===== config.mk =====
export PLATFORM = sky130hd
export DESIGN_NAME = shsc_standby_ctrl
export DESIGN_NICKNAME = d
export VERILOG_FILES = /design/src/logic/shsc_pkg.sv /design/src/logic/shsc_standby_ctrl.sv
export VERILOG_INCLUDE_DIRS = /design/src /design/src/logic
export SDC_FILE = /design/constraint.sdc
export NUM_CORES = 1
export LEC_CHECK = 0
export BUFFER_PORTS_ARGS = -buffer_cell sky130_fd_sc_hd__buf_2
export CAP_MARGIN = 20
export CORE_MARGIN = 4
export CORE_UTILIZATION = 60
export DETAILED_ROUTE_END_ITERATION = 10
export PLACE_DENSITY = 0.91
export SLEW_MARGIN = 20
export SYNTH_ARGS = -nofsm -noshare
export SYNTH_HDL_FRONTEND = slang
export SYNTH_SLANG_ARGS = --single-unit
export TNS_END_PERCENT = 1

===== constraint.sdc =====
create_clock -name mclk -period 4.8 [get_ports mclk]
set_input_delay 0.96 -clock mclk [delete_from_list [all_inputs] [get_ports mclk]]
set_output_delay 0.96 -clock mclk [all_outputs]
set_load 0.02 [all_outputs]

===== src/logic/shsc_regs.svh =====
// Timing counts and encodings for the standby controller
// Assumes inclusion by bare name from the logic folder
`ifndef SHSC_REGS_SVH
`define SHSC_REGS_SVH
`define SHSC_CLK_NS       100
`define SHSC_VEC_WAIT     4'h8
`define SHSC_NXT_WAIT     4'h2
`define SHSC_OST_BASE     2048
`define SHSC_OST_SEL_W    3
`define SHSC_CNT_W        20
`endif


===== src/logic/shsc_pkg.sv =====
// Types for the standby controller
// Assumes nothing beyond a SystemVerilog compiler
package shsc_pkg;
  typedef enum logic [2:0] {
    ST_RUN, ST_HALT, ST_STOP, ST_OST, ST_WAIT
  } shsc_state_t;
  typedef struct packed {
    logic mask;
    logic prio;
    logic ie;
    logic in_service_priority_flag;
  } shsc_flags_t;
  typedef struct packed {
    logic t50Ext;
    logic t51Ext;
    logic h1Slow;
    logic wdtSwStop;
    logic uartT50;
    logic csiExt;
  } shsc_pcfg_t;
  typedef struct packed {
    logic cpuClk;
    logic fastOsc;
    logic xtalOsc;
    logic extClkIn;
    logic slowOsc;
    logic pll;
    logic flash;
    logic tm00;
    logic usb;
    logic regLowCur;
  } shsc_clk_t;
  typedef struct packed {
    logic t50;
    logic t51;
    logic h1;
    logic wdt;
    logic uart;
    logic csi;
    logic poc;
    logic lvi;
    logic extInt;
    logic hold;
  } shsc_pen_t;
endpackage


===== src/logic/shsc_standby_ctrl.sv =====
// Standby controller: HALT and STOP entry, release and gating
// Assumes CPU pulses haltExec/stopExec for one mclk cycle
`timescale 1ns/100ps
`include "shsc_regs.svh"
`default_nettype none
////////////////////////////////////////////////////////////////
// Operation
// - Unmasked request ends HALT; vector if enabled, else next instruction.
// - Vectored HALT release waits 8 CPU clocks before servicing.
// - Non-vectored HALT release resumes after 2 CPU clocks.
// - Reset ends HALT and restarts from the reset vector.
// - Masked request keeps HALT; reset always wins.
// - Vector needs enable, plus in-service flag when priority select is 1.
// - STOP entered only by instruction while CPU runs on main clock.
// - Pending unmasked request at STOP skips STOP and HALT, resumes after stabilization.
// - STOP cuts CPU clock, fast and crystal oscillators, ignores external clock.
// - STOP keeps slow oscillator state, RAM and port latches.
// - STOP keeps regulators on in low current mode.
// - Timers 50/51 count in STOP only with external count input.
// - Timer H1 counts in STOP only from the slow oscillator clock.
// - Watchdog runs in STOP unless slow oscillator is software stoppable.
// - Async serial unit runs in STOP only on running timer 50 output.
// - Clocked serial unit runs in STOP only with external clock.
// - Unmasked request releases STOP; after stabilization vector or continue.
module shsc_standby_ctrl #(
  parameter int unsigned OST_BASE = `SHSC_OST_BASE
) (
  input  wire logic                        mclk,
  input  wire logic                        rst_b,
  input  wire logic                        haltExec,
  input  wire logic                        stopExec,
  input  wire logic                        cpuOnMain,
  input  wire logic                        intReq,
  input  wire shsc_pkg::shsc_flags_t       flags,
  input  wire logic [`SHSC_OST_SEL_W-1:0]  oscStabSel,
  input  wire logic                        slowOscOn,
  input  wire logic                        t50Running,
  input  wire shsc_pkg::shsc_pcfg_t        pcfg,
  output logic                             vectorStart,
  output logic                             resumeNext,
  output logic                             resetVecStart,
  output logic                             haltMode,
  output logic                             stopMode,
  output shsc_pkg::shsc_clk_t              clkEn,
  output shsc_pkg::shsc_pen_t              perEn
);

  shsc_pkg::shsc_state_t         state_r;
  shsc_pkg::shsc_state_t         state_nxt;
  logic [`SHSC_CNT_W-1:0]        cnt_r;
  logic [`SHSC_CNT_W-1:0]        cnt_nxt;
  logic                          vec_r;
  logic                          vec_nxt;
  logic                          rstSeen_r;
  logic                          wake;
  logic                          wantVec;
  logic                          goStop;

  // Vector decision shared by HALT and STOP release
  function automatic logic vec_ok(input shsc_pkg::shsc_flags_t f);
    vec_ok = f.ie & (~f.prio | f.in_service_priority_flag);
  endfunction

  // Stabilization wait in mclk cycles, doubling per select step
  function automatic logic [`SHSC_CNT_W-1:0] ost_cnt(
    input logic [`SHSC_OST_SEL_W-1:0] sel);
    ost_cnt = `SHSC_CNT_W'(OST_BASE) << sel;
  endfunction

  assign wake    = intReq & ~flags.mask;
  assign wantVec = vec_ok(flags);
  assign goStop  = stopExec & cpuOnMain;

  ////////////////////////////////////////////////////////////////
  // Sequencer
  always_comb begin
    state_nxt = state_r;
    cnt_nxt   = cnt_r;
    vec_nxt   = vec_r;
    case (state_r)
      shsc_pkg::ST_RUN: begin
        if (goStop && wake) begin
          state_nxt = shsc_pkg::ST_OST;
          cnt_nxt   = ost_cnt(oscStabSel) - 1'b1;
        end else if (goStop) begin
          state_nxt = shsc_pkg::ST_STOP;
        end else if (haltExec) begin
          state_nxt = shsc_pkg::ST_HALT;
        end
      end
      shsc_pkg::ST_HALT: begin
        if (wake) begin
          state_nxt = shsc_pkg::ST_WAIT;
          vec_nxt   = wantVec;
          // Count starts at request; one cycle spent here
          cnt_nxt   = wantVec ? `SHSC_CNT_W'(`SHSC_VEC_WAIT - 4'h2) :
                                `SHSC_CNT_W'(`SHSC_NXT_WAIT - 4'h2);
        end
      end
      shsc_pkg::ST_STOP: begin
        if (wake) begin
          state_nxt = shsc_pkg::ST_OST;
          cnt_nxt   = ost_cnt(oscStabSel) - 1'b1;
        end
      end
      shsc_pkg::ST_OST: begin
        if (cnt_r == '0) begin
          state_nxt = shsc_pkg::ST_RUN;
          vec_nxt   = wantVec;
        end else begin
          cnt_nxt = cnt_r - 1'b1;
        end
      end
      shsc_pkg::ST_WAIT: begin
        if (cnt_r == '0) begin
          state_nxt = shsc_pkg::ST_RUN;
        end else begin
          cnt_nxt = cnt_r - 1'b1;
        end
      end
      default: begin
        state_nxt = shsc_pkg::ST_RUN;
      end
    endcase
  end

  // Reset returns to run from any mode
  always_ff @(posedge mclk or negedge rst_b) begin
    if (!rst_b) begin
      state_r <= shsc_pkg::ST_RUN;
      cnt_r   <= '0;
      vec_r   <= 1'b0;
    end else begin
      state_r <= state_nxt;
      cnt_r   <= cnt_nxt;
      vec_r   <= vec_nxt;
    end
  end

  ////////////////////////////////////////////////////////////////
  // Release strobes
  always_ff @(posedge mclk or negedge rst_b) begin
    if (!rst_b) begin
      vectorStart <= 1'b0;
      resumeNext  <= 1'b0;
    end else begin
      vectorStart <= 1'b0;
      resumeNext  <= 1'b0;
      if (state_r == shsc_pkg::ST_WAIT && cnt_r == '0) begin
        vectorStart <= vec_r;
        resumeNext  <= ~vec_r;
      end
      if (state_r == shsc_pkg::ST_OST && cnt_r == '0) begin
        vectorStart <= wantVec;
        resumeNext  <= ~wantVec;
      end
    end
  end

  // One pulse after release: fetch from reset vector
  always_ff @(posedge mclk or negedge rst_b) begin
    if (!rst_b) begin
      rstSeen_r     <= 1'b0;
      resetVecStart <= 1'b0;
    end else begin
      rstSeen_r     <= 1'b1;
      resetVecStart <= ~rstSeen_r;
    end
  end

  ////////////////////////////////////////////////////////////////
  // Mode flags and clock gating
  always_ff @(posedge mclk or negedge rst_b) begin
    if (!rst_b) begin
      haltMode <= 1'b0;
      stopMode <= 1'b0;
    end else begin
      haltMode <= state_nxt == shsc_pkg::ST_HALT ||
                  state_nxt == shsc_pkg::ST_WAIT;
      stopMode <= state_nxt == shsc_pkg::ST_STOP;
    end
  end

  // Gated from next state so outputs align with the mode flags
  always_ff @(posedge mclk or negedge rst_b) begin
    if (!rst_b) begin
      clkEn <= '{cpuClk: 1'b1, fastOsc: 1'b1, xtalOsc: 1'b1,
                 extClkIn: 1'b1, slowOsc: 1'b1, pll: 1'b1,
                 flash: 1'b1, tm00: 1'b1, usb: 1'b1,
                 regLowCur: 1'b0};
    end else begin
      if (state_nxt == shsc_pkg::ST_STOP) begin
        clkEn.cpuClk    <= 1'b0;
        clkEn.fastOsc   <= 1'b0;
        clkEn.xtalOsc   <= 1'b0;
        clkEn.extClkIn  <= 1'b0;
        clkEn.pll       <= 1'b0;
        clkEn.flash     <= 1'b0;
        clkEn.tm00      <= 1'b0;
        clkEn.usb       <= 1'b0;
        clkEn.regLowCur <= 1'b1;
      end else begin
        // Fast and crystal oscillators restart outside STOP, slow one follows slowOscOn; CPU and flash clocks only in run
        clkEn.cpuClk    <= state_nxt == shsc_pkg::ST_RUN;
        clkEn.fastOsc   <= 1'b1;
        clkEn.xtalOsc   <= 1'b1;
        clkEn.extClkIn  <= 1'b1;
        clkEn.pll       <= 1'b1;
        clkEn.flash     <= state_nxt == shsc_pkg::ST_RUN;
        clkEn.tm00      <= 1'b1;
        clkEn.usb       <= 1'b1;
        clkEn.regLowCur <= 1'b0;
      end
      clkEn.slowOsc <= slowOscOn;
    end
  end

  ////////////////////////////////////////////////////////////////
  // Peripheral run enables
  always_ff @(posedge mclk or negedge rst_b) begin
    if (!rst_b) begin
      perEn <= '{t50: 1'b1, t51: 1'b1, h1: 1'b1, wdt: 1'b1,
                 uart: 1'b1, csi: 1'b1, poc: 1'b1, lvi: 1'b1,
                 extInt: 1'b1, hold: 1'b0};
    end else if (state_nxt == shsc_pkg::ST_STOP) begin
      perEn.t50    <= pcfg.t50Ext;
      perEn.t51    <= pcfg.t51Ext;
      perEn.h1     <= pcfg.h1Slow;
      perEn.wdt    <= ~pcfg.wdtSwStop;
      perEn.uart   <= pcfg.uartT50 & t50Running;
      perEn.csi    <= pcfg.csiExt;
      perEn.poc    <= 1'b1;
      perEn.lvi    <= 1'b1;
      perEn.extInt <= 1'b1;
      perEn.hold   <= 1'b1;
    end else begin
      perEn <= '{t50: 1'b1, t51: 1'b1, h1: 1'b1, wdt: 1'b1,
                 uart: 1'b1, csi: 1'b1, poc: 1'b1, lvi: 1'b1,
                 extInt: 1'b1, hold: 1'b0};
    end
  end

  ////////////////////////////////////////////////////////////////
  // Checks
  a_halt_masked: assert property (@(posedge mclk) disable iff (!rst_b)
    state_r == shsc_pkg::ST_HALT && intReq && flags.mask && !haltExec
    |=> state_r == shsc_pkg::ST_HALT)
    else $error("masked request left halt");

  a_halt_vec_wait: assert property (@(posedge mclk) disable iff (!rst_b)
    state_r == shsc_pkg::ST_HALT && wake && wantVec
    |-> ##8 vectorStart)
    else $error("vector not issued 8 clocks after request");

  a_halt_nxt_wait: assert property (@(posedge mclk) disable iff (!rst_b)
    state_r == shsc_pkg::ST_HALT && wake && !wantVec
    |-> ##2 resumeNext)
    else $error("resume not issued 2 clocks after request");

  a_halt_release: assert property (@(posedge mclk) disable iff (!rst_b)
    state_r == shsc_pkg::ST_HALT && wake |=> state_r == shsc_pkg::ST_WAIT)
    else $error("unmasked request did not end halt");

  a_release_leaves_standby: assert property (@(posedge mclk) disable iff (!rst_b)
    vectorStart || resumeNext |-> !haltMode && !stopMode)
    else $error("strobe issued while still in standby");

  a_vec_decide: assert property (@(posedge mclk) disable iff (!rst_b)
    state_r == shsc_pkg::ST_HALT && wake && flags.prio && !flags.in_service_priority_flag
    |-> ##2 resumeNext)
    else $error("vector taken without in-service flag");

  a_stop_main: assert property (@(posedge mclk) disable iff (!rst_b)
    state_r == shsc_pkg::ST_RUN && stopExec && !cpuOnMain
    |=> !stopMode)
    else $error("stop entered off main clock");

  a_stop_abort: assert property (@(posedge mclk) disable iff (!rst_b)
    state_r == shsc_pkg::ST_RUN && goStop && wake
    |=> state_r == shsc_pkg::ST_OST && !stopMode)
    else $error("pending request did not abort stop");

  a_stop_clocks: assert property (@(posedge mclk) disable iff (!rst_b)
    stopMode |-> !clkEn.cpuClk && !clkEn.fastOsc && !clkEn.xtalOsc &&
    !clkEn.extClkIn && clkEn.regLowCur)
    else $error("clock still running in stop");

  a_stop_wdt: assert property (@(posedge mclk) disable iff (!rst_b)
    state_r == shsc_pkg::ST_STOP && $stable(pcfg.wdtSwStop)
    && $past(state_r) == shsc_pkg::ST_STOP
    |-> perEn.wdt == !pcfg.wdtSwStop)
    else $error("watchdog gating wrong in stop");

  a_stop_release: assert property (@(posedge mclk) disable iff (!rst_b)
    state_r == shsc_pkg::ST_STOP && wake |=> state_r == shsc_pkg::ST_OST)
    else $error("unmasked request did not leave stop");

  c_halt_vec: cover property (@(posedge mclk) disable iff (!rst_b)
    state_r == shsc_pkg::ST_HALT && wake && wantVec ##8 vectorStart);
  c_stop_wake: cover property (@(posedge mclk) disable iff (!rst_b)
    stopMode ##1 state_r == shsc_pkg::ST_OST);
  c_stop_abort: cover property (@(posedge mclk) disable iff (!rst_b)
    state_r == shsc_pkg::ST_RUN && goStop && wake);

endmodule
`default_nettype wire


# --- Word-level counts from Yosys, hierarchy flattened ---
# Index checks and enable logic that the tools add are counted.
classes:
  addsub: 2
  multipliers: 0
  div_mod_pow: 0
  n_lt_le_gt_ge: 0
  n_eq_ne: 12
  shift: 1
  muxes: 23
  n_bitwise: 11
  n_reduce_logical: 12
ops:
  columns: ["op", "count"]
  rows:
  - ["$mux W20", 4]
  - ["$pmux W20 S4", 1]
  - ["$sub A20 B1 Y20 const B", 2]
  - ["$mux W3", 7]
  - ["$logic_not A20 Y1", 1]
  - ["$shl A12 B3 Y20 const A", 1]
  - ["$pmux W3 S4", 1]
  - ["$mux W10", 1]
  - ["$ne A2 B2 Y1 const B", 5]
  - ["$eq A3 B2 Y1 const B", 3]
  - ["$eq A3 B1 Y1 const B", 2]
  - ["$eq A3 B3 Y1 const B", 2]
  - ["$logic_not A3 Y1", 2]
  - ["$mux W1", 6]
  - ["$not A1 Y1", 6]
  - ["$mux W5", 1]
  - ["$reduce_and A5 Y1", 1]
  - ["$and A1 B1 Y1", 4]
  - ["$mux W4", 1]
  - ["$reduce_bool A4 Y1", 1]
  - ["$logic_and A1 B1 Y1", 3]
  - ["$reduce_and A3 Y1", 1]
  - ["$pmux W1 S2", 1]
  - ["$reduce_bool A2 Y1", 1]
  - ["other kinds (3)", 3]
word_totals:
  ff_bits: 50
  latchBits: 0
  mem_bits_rw: 0
  rom_bits: 0
  in_bits: 21
  out_inout_bits: 25
  n_memories: 0

# --- Longest topological paths before layout ---
logic_depth:
  ltp_word: 7
  depth_mapped: 10
  depth_no_buf: 8

# --- Worst setup path after synthesis ---
# Ideal clock, no wire load.
synth_path:
  path_kind: "register -> register"
  startpoint: "register state_r[0]"
  endpoint: "register cnt_r[4]"
  setup_ns: 0.116
  t_arrival_ns: 2.457
  path_slack_ns: 2.227
  path_stages_with_launch: 9
  period_less_slack_ns: 2.573
  cell_sequence: "dfrtp_1 > or3b_2 > nand2_1 > clkbuf_1 > nand2_1 > ha_1 > nor3b_1 > or4b_2 > o311ai_0"
synth_between:
  elab_chain_cells: 4
synth_rtl:
  columns: ["item", "line", "source"]
  rows:
  - ["start, declared", "shsc_standby_ctrl.sv:48", "shsc_pkg::shsc_state_t state_r;"]
  - ["start signal, assigned", "shsc_standby_ctrl.sv:130", "state_r <= shsc_pkg::ST_RUN;"]
  - ["start signal, assigned", "shsc_standby_ctrl.sv:134", "state_r <= state_nxt;"]
  - ["$eq A3 B3 Y1 or $eq A3 B2 Y1 (tied branches)", "shsc_standby_ctrl.sv:80", "case (state_r)"]
  - ["$reduce_or A2 Y1 (no line)", null, null]
  - ["$ne A2 B2 Y1 (no line) or $reduce_bool A4 Y1 (tied branches)", null, null]
  - ["$reduce_and A5 Y1 (no line)", null, null]
  - ["end signal, assigned", "shsc_standby_ctrl.sv:135", "cnt_r <= cnt_nxt;"]
  - ["end, declared", "shsc_standby_ctrl.sv:50", "logic [`SHSC_CNT_W-1:0] cnt_r;"]
# Several ways; a longest one is shown, not always the timed one.
# A chain may end at the register's enable or synchronous reset.

# --- Worst setup path in the final report ---
# Ends and elaborated chain as after synthesis.

==> impl_metrics.toml <==
[outcome]
status = "complete, no violations"

[worst_setup_path]
cp_top_family = "simple AND/OR/NAND/NOR gates"
cp_num_cells = 7
endpoint = "cnt_r[4]$_DFFE_PN0P_"
path_cells = "or3b_2 > nand2_1 > nand2_1 > ha_1 > nor3b_1 > or4b_2 > o311ai_0"
path_buf_inv = 0
slowest_stage = "or4b_2"
cp_max_fo = 17
crit_path_max_incr_delay_ns = 0.61
reg2reg_slack_ns = 1.65
crit_top_cell = "nand2_1"
critPathCaptureType = "flip-flop"
critPathKind = "reg -> reg"
r2r_start = "state_r[0]$_DFF_PN0_"
critPathLaunchType = "flip-flop"
r2r-end = "cnt_r[4]$_DFFE_PN0P_"
worstRegToRegCells = 7
crit_start = "state_r[0]$_DFF_PN0_"
crit_arrival_ns = 3.32
crit_required_ns = 4.98

[die]
die_area_um2 = 5100
io_pins = 46
initial_utilization_pct = 63.9
placementRows = 22
fp.dieH_um = 71.4
die_x_um = 71.4
core-area_um2 = 3770

[yosys]
ys_seq_elements = 39
yosysTopAreaCell = "dfrtp_1"
syn_area_per_cell_um2 = 9.06
synth_top_cell_area_share_pct = 31.1
synth_area_um2 = 2410
ys_warn_count = 0
ys_types = 66
synth_enable_flop_cells = 0
synth-async-reset-ratio_pct = 100
synth_area_leaders = "dfrtp_1, dfstp_2, buf_4"
synthCells = 266
ys_seq_area_share_pct = 40.9
synth-main-ff-cell = "dfrtp_1"

[timing]
worst_pin_slew_ns = 0.825
finalMaxSlewViolations = 0
period_share_pct = 65.6
skew_ns = 0.0122
hold_viol = 0
timing.fmax_mhz = 318
slew-limit-headroom_pct = 45.0
finalSetupViolCount = 0
rsz0062_at_grt = "no"
setup_tns_ns = 0
period_minus_slack_ns = 3.15

[global_route]
grt_pass1_vias = 2033
overflow = 0
track_usage_pct = 23.5
grt_pass1_wl_um = 9490
grt_max_degree = 40
antenna_found_initial = 0

[clock_network]
cts_tree = "done"
hold_buffers = 0
htreeDepth = 2
clock_sinks = 39
clkTransAtPathRegs_ns = 0.09
insertion_delay_ns = 0.31
cts_made_buffers = 5
cts_root_buf = "clkbuf_8"
ctsResizeCount = 0
post_cts_buffers = 0
cts_buffer_depth = 2

[worst_hold_path]
hp-class = "reg -> reg"

[finish]
antenna_cells = 0
final_cell_mix = "buf_2, dfrtp_1, nor2_1"
nets = 316
n_fill_cell = 268
mostFrequentLayoutCell = "buf_2"
utilization_pct = 71.5
drive_gt1_share_pct = 27.1
final_cell_area_um2 = 2700
area_growth_pct = 11.8

[power_and_ir_drop]
ir_drop_uv = 451
p_per_area_nw_per_um2 = 659
leakage_nw = 1.17
swShare_pct = 44.4
p_comb_share_pct = 47.1
p_sw_w = 0.000788
clkPwrFrac_pct = 18.9
seqPwrFrac_pct = 34.1
internal_power_w = 0.000988

[route]
vias = 2261
drtIter0Drc = 163
drt-pass1-iter-count = 6
wl_per_cell_um = 17.3
viasPerCell = 6.59
routed_wl_um = 5930
antenna_left = 0
drcViolationCount = 0

[placed_design]
place_hpwl_um = 4120
placed_area_um2 = 2550
portBuffers = 42
place_congestion = 0.953

[run]
cap_violations = 0
==> through the flow <==
| step | total power [W] | hold slack, ns | cells | setup WS, ns |
|---|---|---|---|---|
| floorplan | 0.00125 | 0.370 | 269 | 2.23 |
| global placement | 0.00138 | 0.371 | 334 | 1.84 |
| detailed placement | 0.00141 | 0.381 | 334 | 1.76 |
| CTS | 0.00176 | 0.403 | 342 | 1.71 |
| global route | 0.00189 | 0.409 | 343 | 1.53 |
| finish | 0.00178 | 0.407 | 343 | 1.65 |
==> layout make-up <==
| class | count | area (um^2) | share of cell area [%] |
|---|---|---|---|
| multi-input combinational | 192 | 1240 | 45.9 |
| sequential | 39 | 987 | 36.6 |
| timing repair buffer | 44 | 225 | 8.35 |
| clock inverter | 3 | 71.3 | 2.65 |
| clock buffer | 5 | 68.8 | 2.55 |
| tap | 48 | 60.1 | 2.23 |
| inverter | 12 | 45.0 | 1.67 |
==> how the worst min path moves through the flow <==
| stage | startpoint | to | slack, ns | cells past startpoint |
|---|---|---|---|---|
| 2_1_floorplan | rstSeen_r$_DFF_PN0_ | resetVecStart$_DFF_PN0_ | 0.37 | 1 |
| 3_3_place_gp | rstSeen_r$_DFF_PN0_ | resetVecStart$_DFF_PN0_ | 0.37 | 1 |
| 3_5_place_dp | rstSeen_r$_DFF_PN0_ | resetVecStart$_DFF_PN0_ | 0.38 | 1 |
| 4_1_cts | rstSeen_r$_DFF_PN0_ | resetVecStart$_DFF_PN0_ | 0.40 | 1 |
| 5_1_grt | rstSeen_r$_DFF_PN0_ | resetVecStart$_DFF_PN0_ | 0.41 | 1 |
| 6_report | rstSeen_r$_DFF_PN0_ | resetVecStart$_DFF_PN0_ | 0.41 | 1 |
==> cells in the mapped netlist (6+ instances only) <==
cell	count
a21oi_1	17
a31oi_1	9
buf_4	12
clkbuf_1	12
dfrtp_1	30
dfstp_2	9
inv_1	12
nand2_1	14
nand3_1	8
nor2_1	24
nor3_1	9
o21ai_0	11
o22a_1	6
==> state kept, by name (all words and copies together) (netlist names) <==
signal and flops:
clkEn 4, cnt_r 20, haltMode 1, perEn 6, resetVecStart 1, resumeNext 1
rstSeen_r 1, state_r 3, vec_r 1, vectorStart 1
==> cells by family (layout without fill, tap and decap cells) <==
family | Yosys count | in the layout | synth area share (%)
muxes | 7 | 7 | 3.27
and+or+nand+nor | 101 | 101 | 24.2
buffers and inverters | 38 | 64 | 8.15
DFF | 39 | 39 | 40.9
xor gates and xnor gates | 1 | 1 | 0.363
adders and majority gates | 1 | 1 | 0.519
AOI/OAI and AO/OA | 78 | 78 | 22.4
other | 1 | 4 | 0.156
==> metal layers <==
metal	track usage, %	vias to the layer above	share of wire [%]
met5	0	-	0
met4	11.7	0	3.6
met3	5.47	22	9.4
met2	37.8	141	47
met1	29.8	1070	40
li1	-	1028	-
==> power by group through the flow <==
| stage | Clock (W) | Combinational, W | Sequential (W) |
|---|---|---|---|
| after floorplan | 0 | 0.000677 | 0.000569 |
| after global placement | 0 | 0.000791 | 0.000593 |
| after detailed placement | 0 | 0.000814 | 0.000599 |
| after CTS | 0.000341 | 0.000821 | 0.000596 |
| after global routing | 0.000355 | 0.000916 | 0.000620 |
| final | 0.000335 | 0.000836 | 0.000605 |
No activity file was read; power rests on OpenSTA's default activity.
